--- src/core/sdr_pkg.sv ---
// shared constants and types for the sigma-delta readout link
package sdr_pkg;

  // ----------------------------------------------------------------
  // clock and timing
  // ----------------------------------------------------------------
  localparam int CLK_PERIOD_NS = 8;
  localparam int NS_PER_MS = 1000000;
  localparam int CONV_PERIOD_MS = 8;
  localparam int SETTLE_MS = 24;
  localparam int OSC_START_MS = 1;
  localparam int RESET_LOW_NS = 100;
  localparam int READY_GUARD_NS = 800;
  localparam int SCLK_PERIOD_NS = 160;

  // longest or exact times round down, least times round up
  localparam int CONV_CYCLES = CONV_PERIOD_MS * NS_PER_MS / CLK_PERIOD_NS;
  localparam int OSC_START_CYCLES = OSC_START_MS * NS_PER_MS / CLK_PERIOD_NS;
  localparam int SETTLE_CONVS = SETTLE_MS / CONV_PERIOD_MS;
  localparam int RESET_LOW_CYCLES = (RESET_LOW_NS + CLK_PERIOD_NS - 1) / CLK_PERIOD_NS;
  localparam int READY_GUARD_CYCLES = READY_GUARD_NS / CLK_PERIOD_NS;
  localparam int SCLK_HALF_CYCLES = SCLK_PERIOD_NS / (2 * CLK_PERIOD_NS);

  // ----------------------------------------------------------------
  // word layout
  // ----------------------------------------------------------------
  localparam int RESULT_W = 16;
  localparam int STATUS_W = 8;
  localparam int WORD_W = RESULT_W + STATUS_W;
  localparam int IDX_W = $clog2(WORD_W + 1);
  localparam int POS_RESULT_LO = 8;
  localparam int POS_READY = 7;
  localparam int POS_ZERO = 6;
  localparam int POS_ERR = 5;
  localparam int POS_PART_HI = 4;
  localparam int POS_PART_LO = 3;
  localparam int POS_PATTERN_LO = 0;
  localparam int PATTERN_W = 3;

  // part code value is arbitrary
  localparam logic [1:0] PART_CODE = 2'h2;
  localparam logic [PATTERN_W-1:0] CHECK_PATTERN = 3'h5;
  localparam logic [WORD_W-1:0] WORD_RESET = 24'h000000;

  // ----------------------------------------------------------------
  // state machines
  // ----------------------------------------------------------------
  typedef enum logic [1:0] {
    DEV_POWERDOWN = 2'h0,
    DEV_OSC_START = 2'h1,
    DEV_SETTLE = 2'h3,
    DEV_RUN = 2'h2
  } dev_state_t;

  typedef enum logic [1:0] {
    HOST_IDLE = 2'h0,
    HOST_LOW = 2'h1,
    HOST_HIGH = 2'h3,
    HOST_DONE = 2'h2
  } host_state_t;

endpackage

--- src/core/sdr_link_if.sv ---
// two-wire readout link between converter and host
`timescale 1ns/1ps
interface sdr_link_if;
  logic sclk;
  logic powerdownResetN;
  logic dataOutReadyN;
  logic dataOutReadyNOe;
  logic dataOutReadyNLine;

  // undriven line assumed pulled high
  assign dataOutReadyNLine = dataOutReadyNOe ? dataOutReadyN : 1'b1;

  modport device (
    input sclk,
    input powerdownResetN,
    output dataOutReadyN,
    output dataOutReadyNOe
  );

  modport host (
    output sclk,
    output powerdownResetN,
    input dataOutReadyNLine,
    input dataOutReadyNOe
  );
endinterface

--- src/core/sdr_device.sv ---
// converter end: conversion pacing, reset handling and serial shift-out
// Contract
// - new result every 8 ms
// - first result only after 24 ms settling
// - host drops one extra after unaligned step
// - every conversion loads the output register
// - powered down: clock stops, line released
// - power-down resets logic, interface, filter, modulator
// - host holds power-down low 100 ns
// - wait 1 ms oscillator start after release
// - line driven high until first valid result
// - internal reset at power-up
// - results are offset binary
// - code is scaled input ratio, 16 bits
// - line low flags waiting result
// - shift 24 bits: result then status
// - host makes serial clock, device follows
// - first status bit low on new result
// - second status bit always zero
// - error bit set for out-of-range input
// - two status bits carry part code
// - last three status bits are 101
// - line high after read, read once
// - host reads before next conversion completes
// - output changes on falling serial clock
`timescale 1ns/1ps
module sdr_device #(
  parameter int CONV_CYCLES = sdr_pkg::CONV_CYCLES,
  parameter int OSC_START_CYCLES = sdr_pkg::OSC_START_CYCLES,
  parameter int READY_GUARD_CYCLES = sdr_pkg::READY_GUARD_CYCLES,
  parameter int SETTLE_CONVS = sdr_pkg::SETTLE_CONVS
) (
  input wire logic clk,
  input wire logic sys_rst,
  sdr_link_if.device link,
  input wire logic [sdr_pkg::RESULT_W-1:0] sampleCode,
  input wire logic sampleOutOfRange,
  output logic resultLoaded,
  output logic converting
);

  // ----------------------------------------------------------------
  // parameter checks
  // ----------------------------------------------------------------
  localparam int TIMER_W = $clog2(CONV_CYCLES > OSC_START_CYCLES ? CONV_CYCLES + 1 : OSC_START_CYCLES + 1);
  localparam int CONVS_W = $clog2(SETTLE_CONVS + 1);

  initial begin
    if (CONV_CYCLES < 4 * (READY_GUARD_CYCLES + 2)) begin
      $error("conversion period too short for ready guard");
    end
    if (OSC_START_CYCLES < 1 || SETTLE_CONVS < 1 || READY_GUARD_CYCLES < 1) begin
      $error("timing counts must be at least one");
    end
  end

  // ----------------------------------------------------------------
  // pin synchronisers
  // ----------------------------------------------------------------
  logic pdMeta;
  logic pdSync;
  logic sclkMeta;
  logic sclkSync;
  logic sclkPrev;
  logic rstInt;
  logic sclkFall;
  logic sclkRise;

  always_ff @(posedge clk) begin
    if (sys_rst) begin
      pdMeta <= 1'b0;
      pdSync <= 1'b0;
      sclkMeta <= 1'b1;
      sclkSync <= 1'b1;
      sclkPrev <= 1'b1;
    end else begin
      pdMeta <= link.powerdownResetN;
      pdSync <= pdMeta;
      sclkMeta <= link.sclk;
      sclkSync <= sclkMeta;
      sclkPrev <= sclkSync;
    end
  end

  // power-up reset and the pin both land here, so one path clears everything past the synchronisers
  assign rstInt = sys_rst || !pdSync;
  assign sclkFall = sclkPrev && !sclkSync;
  assign sclkRise = !sclkPrev && sclkSync;

  // ----------------------------------------------------------------
  // conversion pacing
  // ----------------------------------------------------------------
  sdr_pkg::dev_state_t state;
  logic [TIMER_W-1:0] timer;
  logic [CONVS_W-1:0] convCount;
  logic convTick;
  logic guardTick;
  logic convValid;

  assign convTick = (state == sdr_pkg::DEV_SETTLE || state == sdr_pkg::DEV_RUN)
    && timer == TIMER_W'(CONV_CYCLES - 1);
  assign guardTick = state == sdr_pkg::DEV_RUN
    && timer == TIMER_W'(CONV_CYCLES - 1 - READY_GUARD_CYCLES);
  // settling results still load; only the last one is flagged
  assign convValid = state == sdr_pkg::DEV_RUN || convCount == CONVS_W'(SETTLE_CONVS - 1);

  always_ff @(posedge clk) begin
    if (rstInt) begin
      state <= sdr_pkg::DEV_POWERDOWN;
      timer <= '0;
      convCount <= '0;
    end else begin
      case (state)
        sdr_pkg::DEV_POWERDOWN: begin
          state <= sdr_pkg::DEV_OSC_START;
          timer <= '0;
        end
        sdr_pkg::DEV_OSC_START: begin
          if (timer == TIMER_W'(OSC_START_CYCLES - 1)) begin
            state <= sdr_pkg::DEV_SETTLE;
            timer <= '0;
          end else begin
            timer <= timer + 1'b1;
          end
        end
        sdr_pkg::DEV_SETTLE: begin
          if (convTick) begin
            timer <= '0;
            if (convCount == CONVS_W'(SETTLE_CONVS - 1)) begin
              state <= sdr_pkg::DEV_RUN;
            end else begin
              convCount <= convCount + 1'b1;
            end
          end else begin
            timer <= timer + 1'b1;
          end
        end
        sdr_pkg::DEV_RUN: begin
          if (convTick) begin
            timer <= '0;
          end else begin
            timer <= timer + 1'b1;
          end
        end
        default: begin
          state <= sdr_pkg::DEV_POWERDOWN;
          timer <= '0;
        end
      endcase
    end
  end

  // ----------------------------------------------------------------
  // output register and serial shift-out
  // ----------------------------------------------------------------
  logic [sdr_pkg::WORD_W-1:0] wordReg;
  logic [sdr_pkg::WORD_W-1:0] next_word;
  logic [sdr_pkg::IDX_W-1:0] bitIdx;
  logic avail;

  // code arrives already offset binary from the filter, 2^(N-1)*(ratio+1)
  always_comb begin
    next_word = sdr_pkg::WORD_RESET;
    next_word[sdr_pkg::WORD_W-1:sdr_pkg::POS_RESULT_LO] = sampleCode;
    next_word[sdr_pkg::POS_READY] = !convValid;
    next_word[sdr_pkg::POS_ZERO] = 1'b0;
    next_word[sdr_pkg::POS_ERR] = sampleOutOfRange;
    next_word[sdr_pkg::POS_PART_HI] = sdr_pkg::PART_CODE[1];
    next_word[sdr_pkg::POS_PART_LO] = sdr_pkg::PART_CODE[0];
    next_word[sdr_pkg::POS_PATTERN_LO +: sdr_pkg::PATTERN_W] = sdr_pkg::CHECK_PATTERN;
  end

  always_ff @(posedge clk) begin
    if (rstInt) begin
      wordReg <= sdr_pkg::WORD_RESET;
      bitIdx <= '0;
      avail <= 1'b0;
      link.dataOutReadyN <= 1'b1;
      link.dataOutReadyNOe <= 1'b0;
    end else begin
      link.dataOutReadyNOe <= 1'b1;
      if (convTick) begin
        // an update restarts the interface; a read in flight is lost
        wordReg <= next_word;
        bitIdx <= '0;
        avail <= convValid;
        link.dataOutReadyN <= !convValid;
      end else if (guardTick) begin
        avail <= 1'b0;
        bitIdx <= '0;
        link.dataOutReadyN <= 1'b1;
      end else if (sclkFall && avail && bitIdx < sdr_pkg::IDX_W'(sdr_pkg::WORD_W)) begin
        link.dataOutReadyN <= wordReg[sdr_pkg::IDX_W'(sdr_pkg::WORD_W - 1) - bitIdx];
        bitIdx <= bitIdx + 1'b1;
      end else if (sclkRise && avail && bitIdx == sdr_pkg::IDX_W'(sdr_pkg::WORD_W)) begin
        avail <= 1'b0;
        link.dataOutReadyN <= 1'b1;
      end
    end
  end

  // ----------------------------------------------------------------
  // user-side status
  // ----------------------------------------------------------------
  always_ff @(posedge clk) begin
    if (rstInt) begin
      resultLoaded <= 1'b0;
      converting <= 1'b0;
    end else begin
      resultLoaded <= convTick;
      converting <= state == sdr_pkg::DEV_SETTLE || state == sdr_pkg::DEV_RUN;
    end
  end

endmodule

--- src/flat_wrapper.sv ---
// flat-port wrapper written by rule: the top's interface ports become plain ports
module sdr_device_flat 
#(
  parameter int CONV_CYCLES = sdr_pkg::CONV_CYCLES,
  parameter int OSC_START_CYCLES = sdr_pkg::OSC_START_CYCLES,
  parameter int READY_GUARD_CYCLES = sdr_pkg::READY_GUARD_CYCLES,
  parameter int SETTLE_CONVS = sdr_pkg::SETTLE_CONVS
)
  (clk, sys_rst, sampleCode, sampleOutOfRange, resultLoaded, converting, link_sclk, link_powerdownResetN, link_dataOutReadyN, link_dataOutReadyNOe);
  sdr_link_if link_i ();
  input wire logic clk;
  input wire logic sys_rst;
  input wire logic [sdr_pkg::RESULT_W-1:0] sampleCode;
  input wire logic sampleOutOfRange;
  output logic resultLoaded;
  output logic converting;
  input wire logic [$bits(link_i.sclk)-1:0] link_sclk;
  input wire logic [$bits(link_i.powerdownResetN)-1:0] link_powerdownResetN;
  output wire logic [$bits(link_i.dataOutReadyN)-1:0] link_dataOutReadyN;
  output wire logic [$bits(link_i.dataOutReadyNOe)-1:0] link_dataOutReadyNOe;
  assign link_i.sclk = link_sclk;
  assign link_i.powerdownResetN = link_powerdownResetN;
  assign link_dataOutReadyN = link_i.dataOutReadyN;
  assign link_dataOutReadyNOe = link_i.dataOutReadyNOe;
  sdr_device #(.CONV_CYCLES(CONV_CYCLES), .OSC_START_CYCLES(OSC_START_CYCLES), .READY_GUARD_CYCLES(READY_GUARD_CYCLES), .SETTLE_CONVS(SETTLE_CONVS)) u_core (.clk(clk), .sys_rst(sys_rst), .link(link_i), .sampleCode(sampleCode), .sampleOutOfRange(sampleOutOfRange), .resultLoaded(resultLoaded), .converting(converting));
endmodule
--- config.mk ---
export PLATFORM = sky130hd
export DESIGN_NAME = sdr_device_flat
export DESIGN_NICKNAME = d
export VERILOG_FILES = /design/src/core/sdr_pkg.sv /design/src/core/sdr_link_if.sv /design/src/core/sdr_device.sv /design/src/flat_wrapper.sv
export SDC_FILE = /design/constraint.sdc
export NUM_CORES = 1
export LEC_CHECK = 0
export BUFFER_PORTS_ARGS = -buffer_cell sky130_fd_sc_hd__buf_2
export CAP_MARGIN = 20
export CORE_ASPECT_RATIO = 1.4
export CORE_MARGIN = 5
export CORE_UTILIZATION = 52
export CTS_CLUSTER_SIZE = 28
export DETAILED_ROUTE_END_ITERATION = 8
export PLACE_DENSITY = 0.74
export SLEW_MARGIN = 5
export SYNTH_ARGS = -nofsm -noshare
export SYNTH_HDL_FRONTEND = slang
export SYNTH_SLANG_ARGS = --single-unit
--- constraint.sdc ---
create_clock -name clk -period 1.8 [get_ports clk]
set_input_delay 0.27 -clock clk [delete_from_list [all_inputs] [get_ports clk]]
set_output_delay 0.27 -clock clk [all_outputs]
set_load 0.01 [all_outputs]
==> qor.txt <==
number of fillers in the final layout: 440
critical path type: reg2reg
number of synthesized register bits: 58
antenna violations before repair: 0
cell type with the largest total area after synthesis: dfxtp_1
final net count: 370
placed cell count: 396
WL/cell: 13.0 microns
average vias per placed instance: 5.25
vias in the first global route: 2129
Worst VDD drop: 0.556 mV
proportion of netlist area held by the largest area contributor: 44.9%
data arrival time of the worst path: 1.99 ns
net count after synthesis: 328
initial detailed-routing violation count: 115
outcome: finished, final reports clean
overall die area: 0.00650 sq mm
count of vias placed by the detailed router: 2165
starting density of the core: 53.4%
share of flip-flops with an asynchronous set or reset: 0%
CP Launch Type: flop
Reg area: 0.00116 sq mm
die boundary width: 69.6 microns
final core utilization: 65.0%
count of TritonRoute iterations in the first routing pass: 4
buffering stage count on the worst path with inverters included: 1
most frequent cells after synthesis: dfxtp_1, nand2_1, nor2_1, a21oi_1, xor2_1
max-slew violation total from the final report: 0
clock transition at the register clock pins on the worst setup and hold paths after CTS: 0.07 ns
drt drc: 0
slew at the pin closest to its max-slew limit: 0.385 ns
post-layout worst setup margin: 0.0849 ns
register area share after synthesis: 44.9%
biggest area contributors in the synthesized netlist: dfxtp_1, nand2_1, nor2_1
critical path's top delay family: simple AND/OR/NAND/NOR gates
Synth Flop Type: dfxtp_1
post-CTS setup buffer count: 0
multi-input logic area: 0.00135 sq mm
clock tree from TritonCTS: done
maximum number of pins on one net before global-route repair: 21
post-route non-filler standard cell count: 412
number of hold-slack violations in the final timing report: 0
sum of negative setup slack: 0 ns
Core Box Area: 0.00484 sq mm
count of warnings emitted by yosys: 0
Power, Total: 2.79 mW
maxcap violations: 0
cts bufs inserted: 9
crit path capture type: flop
# IOs: 25
final cycle utilization of the critical path: 95.3%
final standard cell area without fillers: 0.00315 sq mm
Max H-tree Level: 3
Critical Path RT: 2.08 ns
clock root buffer master: clkbuf_8
maximum clock insertion buffer count: 2
peak fanout along the critical path: 20
classification of the worst-slack hold path: in2reg
clock period minus worst slack: 1.72 ns
count of port buffers added during placement: 24
aggregate routed wire length: 5350 microns
tightest slew margin relative to the limit: 74.3%
Hold Slack: 0.131 ns
count of distinct cell types in the synthesized netlist: 49
worst stage delay on the critical path: 0.37 ns
area of the mapped netlist: 0.00258 sq mm
final setup fails: 0
die height: 93.4 microns
wire length of the first global-routing pass: 9250 microns
power density relative to cell area: 886 mW/mm^2
Post-DP Area: 0.00288 sq mm
post-synthesis to final-layout area growth: 21.7%
worst-path cell chain: ha_2 -> and3_4 -> and4bb_4 -> and2_4 -> or3_4 -> buf_12 -> nor2_1
post-detailed-placement half-perimeter wirelength: 3910 microns
routability congestion estimate: 0.796
clock network latency to the later pin of the worst-skew pair: 0.34 ns
number of enable-type register cells in the synthesized netlist: 0
number of clock sinks: 58
post-synthesis cell count: 301
overflow left after global routing: 0
overall global routing resource usage: 17.9%
layout cells sized above 1: 23.0%
number of antenna cells inserted: 0
cell with the biggest individual delay on the critical path: or3_4
number of nets with antenna violations after routing: 0
leakage power total: 1.15 nW
most frequent cell after synthesis: dfxtp_1
std cell rows: 30
achievable clock frequency: 0.583 GHz
pre-CTS WS: 0.0444 ns
mean area per synthesized cell: 8.59 sq um
Post-Route Skew: 0.00894 ns
path summary, 6_finish.rpt:
kind	from	cells after the start	slack, ns	end
setup reg to reg	u_core.timer[0]$_SDFF_PN0_	7	0.08	u_core.timer[14]$_SDFF_PN0_
setup / recovery	u_core.timer[0]$_SDFF_PN0_	7	0.08	u_core.timer[14]$_SDFF_PN0_
hold / removal	link_sclk	2	0.13	u_core.sclkMeta$_SDFF_PP1_
hold reg to reg	u_core.sclkMeta$_SDFF_PP1_	1	0.44	u_core.sclkSync$_SDFF_PP1_
layer usage:
| metal | share of wire [%] | track usage (%) | up-vias |
|---|---|---|---|
| met2 | 52 | 32.8 | 38 |
| met1 | 41 | 18.3 | 1008 |
| met4 | 3.0 | 12.4 | 0 |
| li1 | - | - | 1106 |
| met3 | 3.1 | 3.23 | 13 |
| met5 | 0 | 0 | - |
layout make-up:
cell class	instances	area share, %
clock inverters	7	3.70
well taps	64	2.54
clock buffers	9	3.94
inverters	7	0.835
repair buffers	45	9.22
multi-input cells	222	42.8
flip-flops and latches	58	37.0
cell usage in the layout (no fill, tap or decap), drive strengths merged, types with 4 or more instances in the layout:
master  netlist  routed
nand3         9       9
nor3          4       4
nand4         7       7
or2           4       4
nor2b         4       4
xor2         15      15
dfxtp        58      58
inv           7       8
xnor2         8       8
nand2        53      53
nor2         39      39
and2          4       4
buf           5      45
clkbuf        9       9
a21oi        25      25
and3          4       4
ha            6       6
o21ai         4       4
cell families after synthesis:
group                    Yosys count  share of synthesized area, %
XOR/XNOR                          23                          7.79
AO/OA/AOI/OAI                     39                          8.52
AND/OR/NAND/NOR                  149                          29.4
multiplexers                       5                          2.52
adder cells (fa/ha/maj)            6                          2.90
buffers and inverters             21                          3.97
flip-flops                        58                          44.9
where the power goes:
part | switching (mW) | leakage [nW] | internal (mW)
Sequential | 0.00260 | 0.469 | 1.29
Combinational | 0.0158 | 0.561 | 0.0226
Clock | 0.539 | 0.120 | 0.918
state kept, by name (all words and copies together) (netlist names):
register and cells:
u_core.sclkMeta 1, u_core.convCount 2, u_core.state 2, u_core.link.dataOutReadyN 1
u_core.sclkPrev 1, u_core.bitIdx 5, u_core.pdMeta 1, u_core.wordReg 19
u_core.pdSync 1, u_core.avail 1, u_core.converting 1, u_core.link.dataOutReadyNOe 1
u_core.sclkSync 1, u_core.timer 20, u_core.resultLoaded 1
what timing repair did:
action	CTS	global route
hold buffers	0	0
endpoints found under the setup margin	0	26
resized for setup	0	8
No activity file was read; power rests on OpenSTA's default activity.
